### config.mk
export PLATFORM = sky130hd
export DESIGN_NAME = dcf_fifo
export DESIGN_NICKNAME = d
export VERILOG_FILES = /design/src/common/dcf_pkg.sv /design/src/hw/dcf_fifo.sv /design/src/hw/dcf_sync.sv
export SDC_FILE = /design/constraint.sdc
export NUM_CORES = 1
export LEC_CHECK = 0
export BUFFER_PORTS_ARGS = -buffer_cell sky130_fd_sc_hd__buf_2
export CORE_ASPECT_RATIO = 0.8
export CORE_MARGIN = 2
export CORE_UTILIZATION = 50
export DETAILED_ROUTE_END_ITERATION = 6
export PLACE_DENSITY = 0.73
export SETUP_SLACK_MARGIN = 0.02
export SLEW_MARGIN = 15
export SYNTH_ARGS = -nofsm -noshare
export SYNTH_HDL_FRONTEND = slang
export SYNTH_SLANG_ARGS = --single-unit
### constraint.sdc
create_clock -name clk -period 4.93 [get_ports clk]
set_clock_uncertainty 0.2 [all_clocks]
set_input_delay 0.986 -clock clk [delete_from_list [all_inputs] [get_ports clk]]
set_output_delay 0.986 -clock clk [all_outputs]
set_load 0.05 [all_outputs]
### src/common/dcf_pkg.sv
// constants shared by the dual clock fifo block
package dcf_pkg;

  // storage shape
  localparam int DEPTH = 16;
  localparam int WIDTH = 4;
  localparam int PTR_W = 5;
  localparam int CNT_W = 5;
  localparam logic [CNT_W-1:0] CNT_FULL = 5'h10;
  localparam logic [CNT_W-1:0] CNT_EMPTY = 5'h00;

  // timing: system clock and the highest strobe rate per side
  localparam int CLK_PERIOD_NS = 100;
  localparam int MAX_RATE_MHZ = 10;
  localparam int SYNC_STAGES = 2;

  // register bus
  localparam int ADDR_W = 8;
  localparam int DATA_W = 32;
  localparam logic [ADDR_W-1:0] OFS_CTRL = 8'h00;
  localparam logic [ADDR_W-1:0] OFS_STATUS = 8'h04;
  localparam logic [ADDR_W-1:0] OFS_IRQ_STAT = 8'h08;
  localparam logic [ADDR_W-1:0] OFS_IRQ_MASK = 8'h0C;

  // control register fields
  localparam int CTRL_SOFT_CLEAR = 0;

  // status register fields
  localparam int ST_COUNT_LSB = 0;
  localparam int ST_FULL = 5;
  localparam int ST_EMPTY = 6;
  localparam int ST_IN_READY = 7;
  localparam int ST_OUT_READY = 8;
  localparam int ST_CLEARING = 9;
  localparam int ST_DRIVE_EN = 10;

  // event bits, shared by irq status and irq mask
  localparam int EV_W = 6;
  localparam int EV_LOAD = 0;
  localparam int EV_UNLOAD = 1;
  localparam int EV_OVERFLOW = 2;
  localparam int EV_UNDERFLOW = 3;
  localparam int EV_FULL = 4;
  localparam int EV_CLEAR = 5;
  localparam logic [EV_W-1:0] IRQ_MASK_RST = 6'h00;

  // synchronised pin bundle layout
  localparam int PIN_W = 8;
  localparam int PIN_LOAD = 0;
  localparam int PIN_UNLOAD = 1;
  localparam int PIN_CLEAR_N = 2;
  localparam int PIN_DRIVE_EN = 3;
  localparam int PIN_DATA_LSB = 4;
  localparam logic [PIN_W-1:0] PIN_RST = 8'h00;

endpackage : dcf_pkg

### src/hw/dcf_fifo.sv
// 16 x 4 strobe-driven fifo with register port and interrupt
//
// Behaviour
// - The buffer holds up to sixteen four-bit words in arrival order.
// - A rising load strobe stores the input word unless the buffer is full.
// - A rising unload strobe drops the oldest word unless the buffer is empty.
// - The buffer is full when loads exceed unloads by sixteen.
// - Load edges while full change neither contents nor write pointer.
// - Unload edges while empty change neither contents nor read pointer.
// - Input ready is high during clear, otherwise only when not full and the load strobe is low.
// - Output ready is high only when not empty and the unload strobe is high.
// - Clear low resets both pointers, forces input ready high, output low.
// - Words leave the data outputs with the polarity they were written.
// - Data outputs are released whenever the drive enable is low.
// - The drive enable never affects the two ready flags.
// - The output word is invalid whenever the stored count is zero.
// - Loads and unloads run at unrelated rates up to 10 MHz each.
`timescale 1ns/1ns
module dcf_fifo (
  // clock and reset
  input wire logic clk,
  input wire logic sys_rst,
  // producer pins
  input wire logic load_strobe,
  input wire logic [dcf_pkg::WIDTH-1:0] data_in,
  output logic input_ready_flag,
  // consumer pins
  input wire logic unload_strobe,
  input wire logic output_drive_en,
  output logic [dcf_pkg::WIDTH-1:0] data_out,
  output logic data_out_oe,
  output logic output_ready_flag,
  // stack clear, active low
  input wire logic stack_clear_n,
  // register port
  input wire logic [dcf_pkg::ADDR_W-1:0] reg_addr,
  input wire logic [dcf_pkg::DATA_W-1:0] reg_wdata,
  input wire logic reg_wr,
  input wire logic reg_rd,
  output logic [dcf_pkg::DATA_W-1:0] reg_rdata,
  // interrupt
  output logic irq
);

  ////////////////////////////////////////////////////////////////////////////
  // state

  typedef struct packed {
    // storage and pointers
    logic [dcf_pkg::DEPTH-1:0][dcf_pkg::WIDTH-1:0] mem;
    logic [dcf_pkg::PTR_W-1:0] wr_ptr;
    logic [dcf_pkg::PTR_W-1:0] rd_ptr;
    // strobe history and one-cycle control
    logic load_prev;
    logic unload_prev;
    logic soft_clear;
    // registered pin outputs
    logic [dcf_pkg::WIDTH-1:0] dout;
    logic dout_oe;
    logic in_ready;
    logic out_ready;
    // register side
    logic [dcf_pkg::EV_W-1:0] irq_stat;
    logic [dcf_pkg::EV_W-1:0] irq_mask;
    logic [dcf_pkg::DATA_W-1:0] rdata;
    logic irq;
  } dcf_state_t;

  localparam dcf_state_t STATE_RST = '{
    mem: '0,
    wr_ptr: '0,
    rd_ptr: '0,
    load_prev: 1'b0,
    unload_prev: 1'b0,
    soft_clear: 1'b0,
    dout: '0,
    dout_oe: 1'b0,
    in_ready: 1'b1,
    out_ready: 1'b0,
    irq_stat: '0,
    irq_mask: dcf_pkg::IRQ_MASK_RST,
    rdata: '0,
    irq: 1'b0
  };

  dcf_state_t s;
  dcf_state_t next_s;

  ////////////////////////////////////////////////////////////////////////////
  // helpers

  // pointers carry one wrap bit so sixteen stored words differ from none
  function automatic logic [dcf_pkg::CNT_W-1:0] ptr_count(
    input logic [dcf_pkg::PTR_W-1:0] wp,
    input logic [dcf_pkg::PTR_W-1:0] rp
  );
    ptr_count = wp - rp;
  endfunction : ptr_count

  function automatic logic [dcf_pkg::PTR_W-1:0] ptr_step(
    input logic [dcf_pkg::PTR_W-1:0] p
  );
    ptr_step = p + 5'h01;
  endfunction : ptr_step

  // low pointer bits pick the cell; the top bit only tells laps apart
  function automatic logic [3:0] ptr_cell(
    input logic [dcf_pkg::PTR_W-1:0] p
  );
    ptr_cell = p[3:0];
  endfunction : ptr_cell

  function automatic logic cnt_is_full(
    input logic [dcf_pkg::CNT_W-1:0] c
  );
    cnt_is_full = (c == dcf_pkg::CNT_FULL);
  endfunction : cnt_is_full

  function automatic logic cnt_is_empty(
    input logic [dcf_pkg::CNT_W-1:0] c
  );
    cnt_is_empty = (c == dcf_pkg::CNT_EMPTY);
  endfunction : cnt_is_empty

  // level high now that was low at the previous sample
  function automatic logic went_high(
    input logic lvl,
    input logic prev
  );
    went_high = lvl & ~prev;
  endfunction : went_high

  // status view: count, full, empty, both flags, clearing, drive enable
  function automatic logic [dcf_pkg::DATA_W-1:0] status_pack(
    input logic [dcf_pkg::CNT_W-1:0] c,
    input logic in_rdy,
    input logic out_rdy,
    input logic clr,
    input logic drv
  );
    status_pack = '0;
    status_pack[dcf_pkg::ST_COUNT_LSB +: dcf_pkg::CNT_W] = c;
    status_pack[dcf_pkg::ST_FULL] = cnt_is_full(c);
    status_pack[dcf_pkg::ST_EMPTY] = cnt_is_empty(c);
    status_pack[dcf_pkg::ST_IN_READY] = in_rdy;
    status_pack[dcf_pkg::ST_OUT_READY] = out_rdy;
    status_pack[dcf_pkg::ST_CLEARING] = clr;
    status_pack[dcf_pkg::ST_DRIVE_EN] = drv;
  endfunction : status_pack

  // read mux; control and unmapped offsets read as zero
  function automatic logic [dcf_pkg::DATA_W-1:0] reg_view(
    input logic [dcf_pkg::ADDR_W-1:0] a,
    input logic [dcf_pkg::DATA_W-1:0] status,
    input logic [dcf_pkg::EV_W-1:0] stat,
    input logic [dcf_pkg::EV_W-1:0] mask
  );
    reg_view = '0;
    case (a)
      dcf_pkg::OFS_STATUS: begin
        reg_view = status;
      end
      dcf_pkg::OFS_IRQ_STAT: begin
        reg_view[dcf_pkg::EV_W-1:0] = stat;
      end
      dcf_pkg::OFS_IRQ_MASK: begin
        reg_view[dcf_pkg::EV_W-1:0] = mask;
      end
      default: begin
        reg_view = '0;
      end
    endcase
  endfunction : reg_view

  ////////////////////////////////////////////////////////////////////////////
  // pin synchronisers

  logic [dcf_pkg::PIN_W-1:0] pins_raw;
  logic [dcf_pkg::PIN_W-1:0] pins;

  // data rides the same two stages as its strobe, so a word set up
  // before the strobe rises is the word seen at the detected edge
  assign pins_raw = {data_in, output_drive_en, stack_clear_n,
                     unload_strobe, load_strobe};

  // clear_n resets to low, so the stack stays cleared until the pin is seen
  dcf_sync #(
    .W(dcf_pkg::PIN_W),
    .RST_VAL(dcf_pkg::PIN_RST)
  ) u_sync (
    .clk(clk),
    .sys_rst(sys_rst),
    .d(pins_raw),
    .q(pins)
  );

  logic load_lvl;
  logic unload_lvl;
  logic clear_n_lvl;
  logic drive_en_lvl;
  logic [dcf_pkg::WIDTH-1:0] din_lvl;

  assign load_lvl = pins[dcf_pkg::PIN_LOAD];
  assign unload_lvl = pins[dcf_pkg::PIN_UNLOAD];
  assign clear_n_lvl = pins[dcf_pkg::PIN_CLEAR_N];
  assign drive_en_lvl = pins[dcf_pkg::PIN_DRIVE_EN];
  assign din_lvl = pins[dcf_pkg::PIN_DATA_LSB +: dcf_pkg::WIDTH];

  ////////////////////////////////////////////////////////////////////////////
  // next state

  logic clearing;
  logic load_rise;
  logic unload_rise;
  logic [dcf_pkg::CNT_W-1:0] cnt_now;
  logic [dcf_pkg::CNT_W-1:0] cnt_next;
  logic full_now;
  logic empty_now;
  logic [dcf_pkg::EV_W-1:0] events;
  logic [dcf_pkg::DATA_W-1:0] status_word;

  always_comb begin
    next_s = s;
    events = '0;
    status_word = '0;

    // pin and control write clear alike
    clearing = ~clear_n_lvl | s.soft_clear;
    // strobe edges found on the system clock, 10 MHz sample rate
    load_rise = went_high(load_lvl, s.load_prev);
    unload_rise = went_high(unload_lvl, s.unload_prev);
    cnt_now = ptr_count(s.wr_ptr, s.rd_ptr);
    full_now = cnt_is_full(cnt_now);
    empty_now = cnt_is_empty(cnt_now);

    next_s.load_prev = load_lvl;
    next_s.unload_prev = unload_lvl;
    next_s.soft_clear = 1'b0;

    if (clearing) begin
      // edges during clear are dropped; contents stay but are unreachable
      next_s.wr_ptr = '0;
      next_s.rd_ptr = '0;
      // one event per cycle of clear, whichever source holds it
      events[dcf_pkg::EV_CLEAR] = 1'b1;
    end else begin
      if (load_rise) begin
        if (!full_now) begin
          next_s.mem[ptr_cell(s.wr_ptr)] = din_lvl;
          next_s.wr_ptr = ptr_step(s.wr_ptr);
          events[dcf_pkg::EV_LOAD] = 1'b1;
        end else begin
          // full: memory and write pointer untouched
          events[dcf_pkg::EV_OVERFLOW] = 1'b1;
        end
      end
      if (unload_rise) begin
        if (!empty_now) begin
          next_s.rd_ptr = ptr_step(s.rd_ptr);
          events[dcf_pkg::EV_UNLOAD] = 1'b1;
        end else begin
          events[dcf_pkg::EV_UNDERFLOW] = 1'b1;
        end
      end
    end

    cnt_next = ptr_count(next_s.wr_ptr, next_s.rd_ptr);
    events[dcf_pkg::EV_FULL] = cnt_is_full(cnt_next) & ~full_now;

    // oldest word, passed straight through with no inversion
    next_s.dout = next_s.mem[ptr_cell(next_s.rd_ptr)];
    next_s.dout_oe = drive_en_lvl;

    // flags ignore the drive enable entirely
    // a wider word needs these flags ANDed across a rank outside
    next_s.in_ready = clearing |
      (~cnt_is_full(cnt_next) & ~load_lvl);
    next_s.out_ready = ~clearing &
      ~cnt_is_empty(cnt_next) & unload_lvl;

    // status view for the register port
    status_word = status_pack(cnt_now, s.in_ready, s.out_ready, clearing,
      s.dout_oe);

    // register writes; a new event beats a write-one clear
    next_s.irq_stat = s.irq_stat;
    if (reg_wr) begin
      case (reg_addr)
        dcf_pkg::OFS_CTRL: begin
          next_s.soft_clear = reg_wdata[dcf_pkg::CTRL_SOFT_CLEAR];
        end
        dcf_pkg::OFS_IRQ_STAT: begin
          next_s.irq_stat = s.irq_stat & ~reg_wdata[dcf_pkg::EV_W-1:0];
        end
        dcf_pkg::OFS_IRQ_MASK: begin
          next_s.irq_mask = reg_wdata[dcf_pkg::EV_W-1:0];
        end
        default: begin
          next_s.soft_clear = 1'b0;
        end
      endcase
    end
    next_s.irq_stat = next_s.irq_stat | events;

    // read data stands only in the cycle after the read strobe
    next_s.rdata = '0;
    if (reg_rd) begin
      next_s.rdata = reg_view(reg_addr, status_word, s.irq_stat,
        s.irq_mask);
    end

    next_s.irq = |(next_s.irq_stat & next_s.irq_mask);
  end

  ////////////////////////////////////////////////////////////////////////////
  // state register

  always_ff @(posedge clk or posedge sys_rst) begin
    if (sys_rst) begin
      s <= STATE_RST;
    end else begin
      s <= next_s;
    end
  end

  ////////////////////////////////////////////////////////////////////////////
  // outputs, all straight from the state register

  assign data_out = s.dout;
  assign data_out_oe = s.dout_oe;
  assign input_ready_flag = s.in_ready;
  assign output_ready_flag = s.out_ready;
  assign reg_rdata = s.rdata;
  assign irq = s.irq;

endmodule : dcf_fifo

### src/hw/dcf_sync.sv
// two-stage synchroniser for a bundle of asynchronous pins
`timescale 1ns/1ns
module dcf_sync #(
  parameter int W = 8,
  parameter logic [W-1:0] RST_VAL = '0
) (
  // clock and reset
  input wire logic clk,
  input wire logic sys_rst,
  // pins in, synchronised levels out
  input wire logic [W-1:0] d,
  output logic [W-1:0] q
);

  logic [W-1:0] meta;

  // first stage feeds only the second stage
  always_ff @(posedge clk or posedge sys_rst) begin
    if (sys_rst) begin
      meta <= RST_VAL;
      q <= RST_VAL;
    end else begin
      meta <= d;
      q <= meta;
    end
  end

endmodule : dcf_sync

==> impl_metrics.prom <==
# TYPE chip_impl_metric gauge
chip_impl_metric{name="detail-route-antenna-nets",unit=""} 0
chip_impl_metric{name="area.growth.synth_to_final",unit="%"} 13.21
chip_impl_metric{name="grt_util_met1",unit="%"} 34.43
chip_impl_metric{name="path_clk_slew",unit="ns"} 0.05
chip_impl_info{name="timing.critical_path.to_type",value="flop"} 1
chip_impl_info{name="synthFlopType",value="sky130_fd_sc_hd__dfrtp_1"} 1
chip_impl_metric{name="path_max_fanout",unit=""} 8
chip_impl_metric{name="timing.final.crit_share",unit="%"} 93.51
chip_impl_metric{name="syn_avg_cell_area",unit="sq um"} 10.28
chip_impl_metric{name="async_flop_share",unit="%"} 100.0
chip_impl_metric{name="ys_seq_elements",unit=""} 124
chip_impl_info{name="clock_tree.root_cell",value="sky130_fd_sc_hd__clkbuf_16"} 1
chip_impl_metric{name="final_hold_viol_count",unit=""} 0
chip_impl_metric{name="routed_via_density",unit=""} 5.896
chip_impl_metric{name="slew_headroom",unit="%"} 40.59
chip_impl_metric{name="die_h",unit="um"} 107.3
chip_impl_metric{name="track_usage",unit="%"} 24.22
chip_impl_metric{name="synth.cell_area",unit="sq mm"} 0.006670
chip_impl_info{name="start_kind",value="flop"} 1
chip_impl_metric{name="ys_types",unit=""} 71
chip_impl_metric{name="achievable-frequency",unit="MHz"} 216.9
chip_impl_metric{name="cts_num_sinks",unit=""} 124
chip_impl_metric{name="antenna_found_initial",unit=""} 0
chip_impl_metric{name="fin_nets",unit=""} 747
chip_impl_metric{name="n_antenna_cell",unit=""} 0
chip_impl_metric{name="post-layout-total-power",unit="mW"} 3.094
chip_impl_metric{name="slew_viol_final",unit=""} 0
chip_impl_metric{name="worstMarginPinSlew",unit="ns"} 0.8844
chip_impl_metric{name="groute.layer.met2.usage",unit="%"} 36.42
chip_impl_metric{name="worstRegToRegCells",unit=""} 18
chip_impl_metric{name="dp_hpwl",unit="mm"} 11.41
chip_impl_metric{name="starting_utilization_of_the_core_area",unit="%"} 51.46
chip_impl_info{name="result_of_the_run",value="finished, final reports clean"} 1
chip_impl_metric{name="drt_drc_violations_left",unit=""} 0
chip_impl_info{name="r2r_end",value="irq"} 1
chip_impl_metric{name="grt_start_max_net_pins",unit=""} 74
chip_impl_metric{name="io_pins",unit=""} 92
chip_impl_metric{name="post_drt_wl_per_cell",unit="um"} 18.55
chip_impl_metric{name="clock_insertion_delay_at_the_later_pin_of_the_skew_report",unit="ns"} 0.43
chip_impl_metric{name="tns",unit="ns"} 0
chip_impl_metric{name="port_buffers",unit=""} 44
chip_impl_info{name="timing.critical_path.from",value="s[60]"} 1
chip_impl_metric{name="floorplan.die_area",unit="sq mm"} 0.01429
chip_impl_metric{name="floorplan.die.width",unit="um"} 133.1
chip_impl_info{name="timing.hold.worst.class",value="reg2reg"} 1
chip_impl_metric{name="drt-pass1-iter-count",unit=""} 5
chip_impl_metric{name="tritoncts.num_buffers",unit=""} 17
chip_impl_metric{name="max-vdd-ir-drop",unit="mV"} 0.3546
chip_impl_metric{name="report.final.setup_viol",unit=""} 0
chip_impl_metric{name="shortest_period_the_worst_path_allows",unit="ns"} 4.610
chip_impl_metric{name="power.density",unit="mW/mm^2"} 409.7
chip_impl_info{name="layout_commonest_cell",value="sky130_fd_sc_hd__dfrtp_1"} 1
chip_impl_metric{name="core_area",unit="sq mm"} 0.01296
chip_impl_metric{name="total_leakage_power",unit="nW"} 3.465
chip_impl_metric{name="cp.required",unit="ns"} 5.07
chip_impl_metric{name="gp_congestion",unit=""} 0.9078
chip_impl_info{name="netlist_top_cells_area",value="sky130_fd_sc_hd__dfrtp_1 (46%), sky130_fd_sc_hd__mux2_2 (7.4%), sky130_fd_sc_hd__buf_4 (4.2%)"} 1
chip_impl_metric{name="drive_gt1_share",unit="%"} 22.77
chip_impl_metric{name="htreeDepth",unit=""} 4
chip_impl_metric{name="synthCells",unit=""} 649
chip_impl_info{name="setup.worst_path.end",value="irq"} 1
chip_impl_metric{name="detailedRoute.firstIterationViolations",unit=""} 433
chip_impl_metric{name="yosysWarnings",unit=""} 0
chip_impl_metric{name="max_capacitance_violation_total",unit=""} 0
chip_impl_info{name="tritoncts",value="yes"} 1
chip_impl_metric{name="max-clock-path-buffers",unit=""} 2
chip_impl_metric{name="rows",unit=""} 37
chip_impl_metric{name="place_worst_setup_slack",unit="ns"} 0.01009
chip_impl_metric{name="grt_overflow",unit=""} 0
chip_impl_metric{name="synth-seq-area-share",unit="%"} 46.54
chip_impl_metric{name="final_critical_path_setup_slack",unit="ns"} 0.3199
chip_impl_metric{name="number_of_global_route_vias_before_repair",unit=""} 5027
chip_impl_info{name="grt-busiest-layer",value="met2"} 1
chip_impl_metric{name="num_vias",unit=""} 5124
chip_impl_metric{name="setup.reg_to_reg.worst_slack",unit="ns"} 0.32
chip_impl_metric{name="edff_count_synth",unit=""} 0
chip_impl_metric{name="timing.hold.worst_path_depth",unit=""} 0
chip_impl_metric{name="grt_first_pass_wirelength",unit="mm"} 26.56
chip_impl_info{name="crit_type",value="reg2reg"} 1
chip_impl_info{name="rsz0062_at_grt",value="false"} 1
chip_impl_metric{name="post-synth-top-area-fraction",unit="%"} 46.15
chip_impl_metric{name="finished_layout_cell_area",unit="sq mm"} 0.007551
chip_impl_metric{name="routed_wire_length",unit="mm"} 16.12
chip_impl_info{name="rr_startpoint",value="s[60]"} 1
chip_impl_metric{name="detailed_place.area",unit="sq mm"} 0.006870
chip_impl_metric{name="grtUsageMet3",unit="%"} 6.544
chip_impl_metric{name="worstPathArrival",unit="ns"} 4.75
chip_impl_info{name="synth_top_area_cell",value="sky130_fd_sc_hd__dfrtp_1"} 1
chip_impl_info{name="most_frequent_cells_in_the_layout",value="sky130_fd_sc_hd__dfrtp_1 (123), sky130_fd_sc_hd__nand2_1 (71), sky130_fd_sc_hd__mux2_2 (44), sky130_fd_sc_hd__buf_2 (44), sky130_fd_sc_hd__nor2_1 (41)"} 1
chip_impl_info{name="timing.hold.worst.start",value="u_sync.q[3]"} 1
==> metal layers <==
metal / wire, um / vias up
li1: - / 2345
met1: 7416 / 2553
met2: 7275 / 198
met3: 1176 / 28
met4: 255 / 0
met5: 0 / -
==> cells by family after synthesis <==
family | synth area share (%)
xor gates and xnor gates | 2.776
and+or+nand+nor | 13.86
other | 0.05622
muxes | 10.90
adders and majority gates | 2.739
buffers and inverters | 7.353
AOI/OAI and AO/OA | 15.78
DFF | 46.54
==> flip-flops by register name, summed over array words and instances (netlist names) <==
name and flops:
s 89, reg_rdata 11, u_sync.meta 8, u_sync.q 8
data_out 4, data_out_oe 1, input_ready_flag 1, irq 1
output_ready_flag 1
==> metrics by stage <==
stage | utilization (%) | hold slack, ns | cells
CTS | 58.02 | 0.1476 | 867
floorplan | - | 0.1312 | 669
detailed placement | 53.00 | 0.1347 | 835
finish | 58.25 | 0.1460 | 869
global route | 58.25 | 0.1542 | 869
global placement | 53.00 | 0.1319 | 835
==> where the power goes <==
| group | total (mW) | internal (mW) | switching [mW] | leakage, nW |
|---|---|---|---|---|
| Clock | 1.34 | 0.874 | 0.467 | 0.302 |
| Combinational | 0.615 | 0.210 | 0.406 | 1.53 |
| Sequential | 1.14 | 1.09 | 0.0430 | 1.63 |
| Total | 3.09 | 2.18 | 0.916 | 3.47 |
==> layout make-up <==
| class | count | area (sq um) |
|---|---|---|
| clock buffers | 19 | 452.9 |
| clock inverters | 13 | 190.2 |
| fillers | 1090 | 5411 |
| inverters | 20 | 78.83 |
| multi-input cells | 459 | 3173 |
| flip-flops and latches | 124 | 3104 |
| well taps | 175 | 219.0 |
| repair buffers | 59 | 332.8 |
==> worst min-delay path by stage <==
stage,endpoint,slack (ns)
finish,data_out_oe,0.15
global route,u_sync.q[1],0.15
CTS,u_sync.q[1],0.15
detailed placement,data_out_oe,0.13
global placement,data_out_oe,0.13
floorplan,data_out_oe,0.13
==> critical path: stages, from the launching register on <==
cell and delay [ns]:
sky130_fd_sc_hd__dfrtp_1 0.41, sky130_fd_sc_hd__inv_1 0.13, sky130_fd_sc_hd__ha_1 0.23, sky130_fd_sc_hd__fa_1 0.43, sky130_fd_sc_hd__xnor2_2 0.26, sky130_fd_sc_hd__a211oi_1 0.11
sky130_fd_sc_hd__or2_4 0.32, sky130_fd_sc_hd__a21oi_4 0.27, sky130_fd_sc_hd__mux2i_2 0.32, sky130_fd_sc_hd__inv_1 0.08, sky130_fd_sc_hd__ha_1 0.34, sky130_fd_sc_hd__a211oi_2 0.26
sky130_fd_sc_hd__nand2_1 0.08, sky130_fd_sc_hd__o21ai_0 0.09, sky130_fd_sc_hd__a32o_1 0.15, sky130_fd_sc_hd__nand3_1 0.12, sky130_fd_sc_hd__or4_1 0.41, sky130_fd_sc_hd__o31a_1 0.15
sky130_fd_sc_hd__o211ai_1 0.16
==> repair_timing <==
action	in CTS	in global routing
hold buffers	0	0
buffers inserted	0	2
pin swaps	0	2
endpoints found under the setup margin	1	2
cloned	0	0
resized for setup	1	3
==> cell usage after synthesis (4+ instances only) <==
library cell	n
sky130_fd_sc_hd__or3_1	12
sky130_fd_sc_hd__buf_4	37
sky130_fd_sc_hd__nand2_1	71
sky130_fd_sc_hd__clkbuf_1	22
sky130_fd_sc_hd__nand3_1	17
sky130_fd_sc_hd__dfrtp_1	123
sky130_fd_sc_hd__a21o_1	11
sky130_fd_sc_hd__nand2b_1	5
sky130_fd_sc_hd__xnor2_1	10
sky130_fd_sc_hd__ha_1	13
sky130_fd_sc_hd__nor3_1	8
sky130_fd_sc_hd__o2111ai_1	4
sky130_fd_sc_hd__a221oi_1	4
sky130_fd_sc_hd__o32ai_1	4
sky130_fd_sc_hd__nor2_1	41
sky130_fd_sc_hd__inv_1	18
sky130_fd_sc_hd__o221ai_1	8
sky130_fd_sc_hd__buf_2	4
sky130_fd_sc_hd__mux2_2	44
sky130_fd_sc_hd__a21oi_2	4
sky130_fd_sc_hd__and2_1	6
sky130_fd_sc_hd__o211ai_1	9
sky130_fd_sc_hd__mux2i_1	18
sky130_fd_sc_hd__o21ai_0	36
sky130_fd_sc_hd__and3_1	7
sky130_fd_sc_hd__o311ai_0	6
sky130_fd_sc_hd__nor2b_1	6
sky130_fd_sc_hd__a22oi_1	5
sky130_fd_sc_hd__a211oi_1	8
sky130_fd_sc_hd__a21oi_1	26
(Power assumes the default switching activity.)
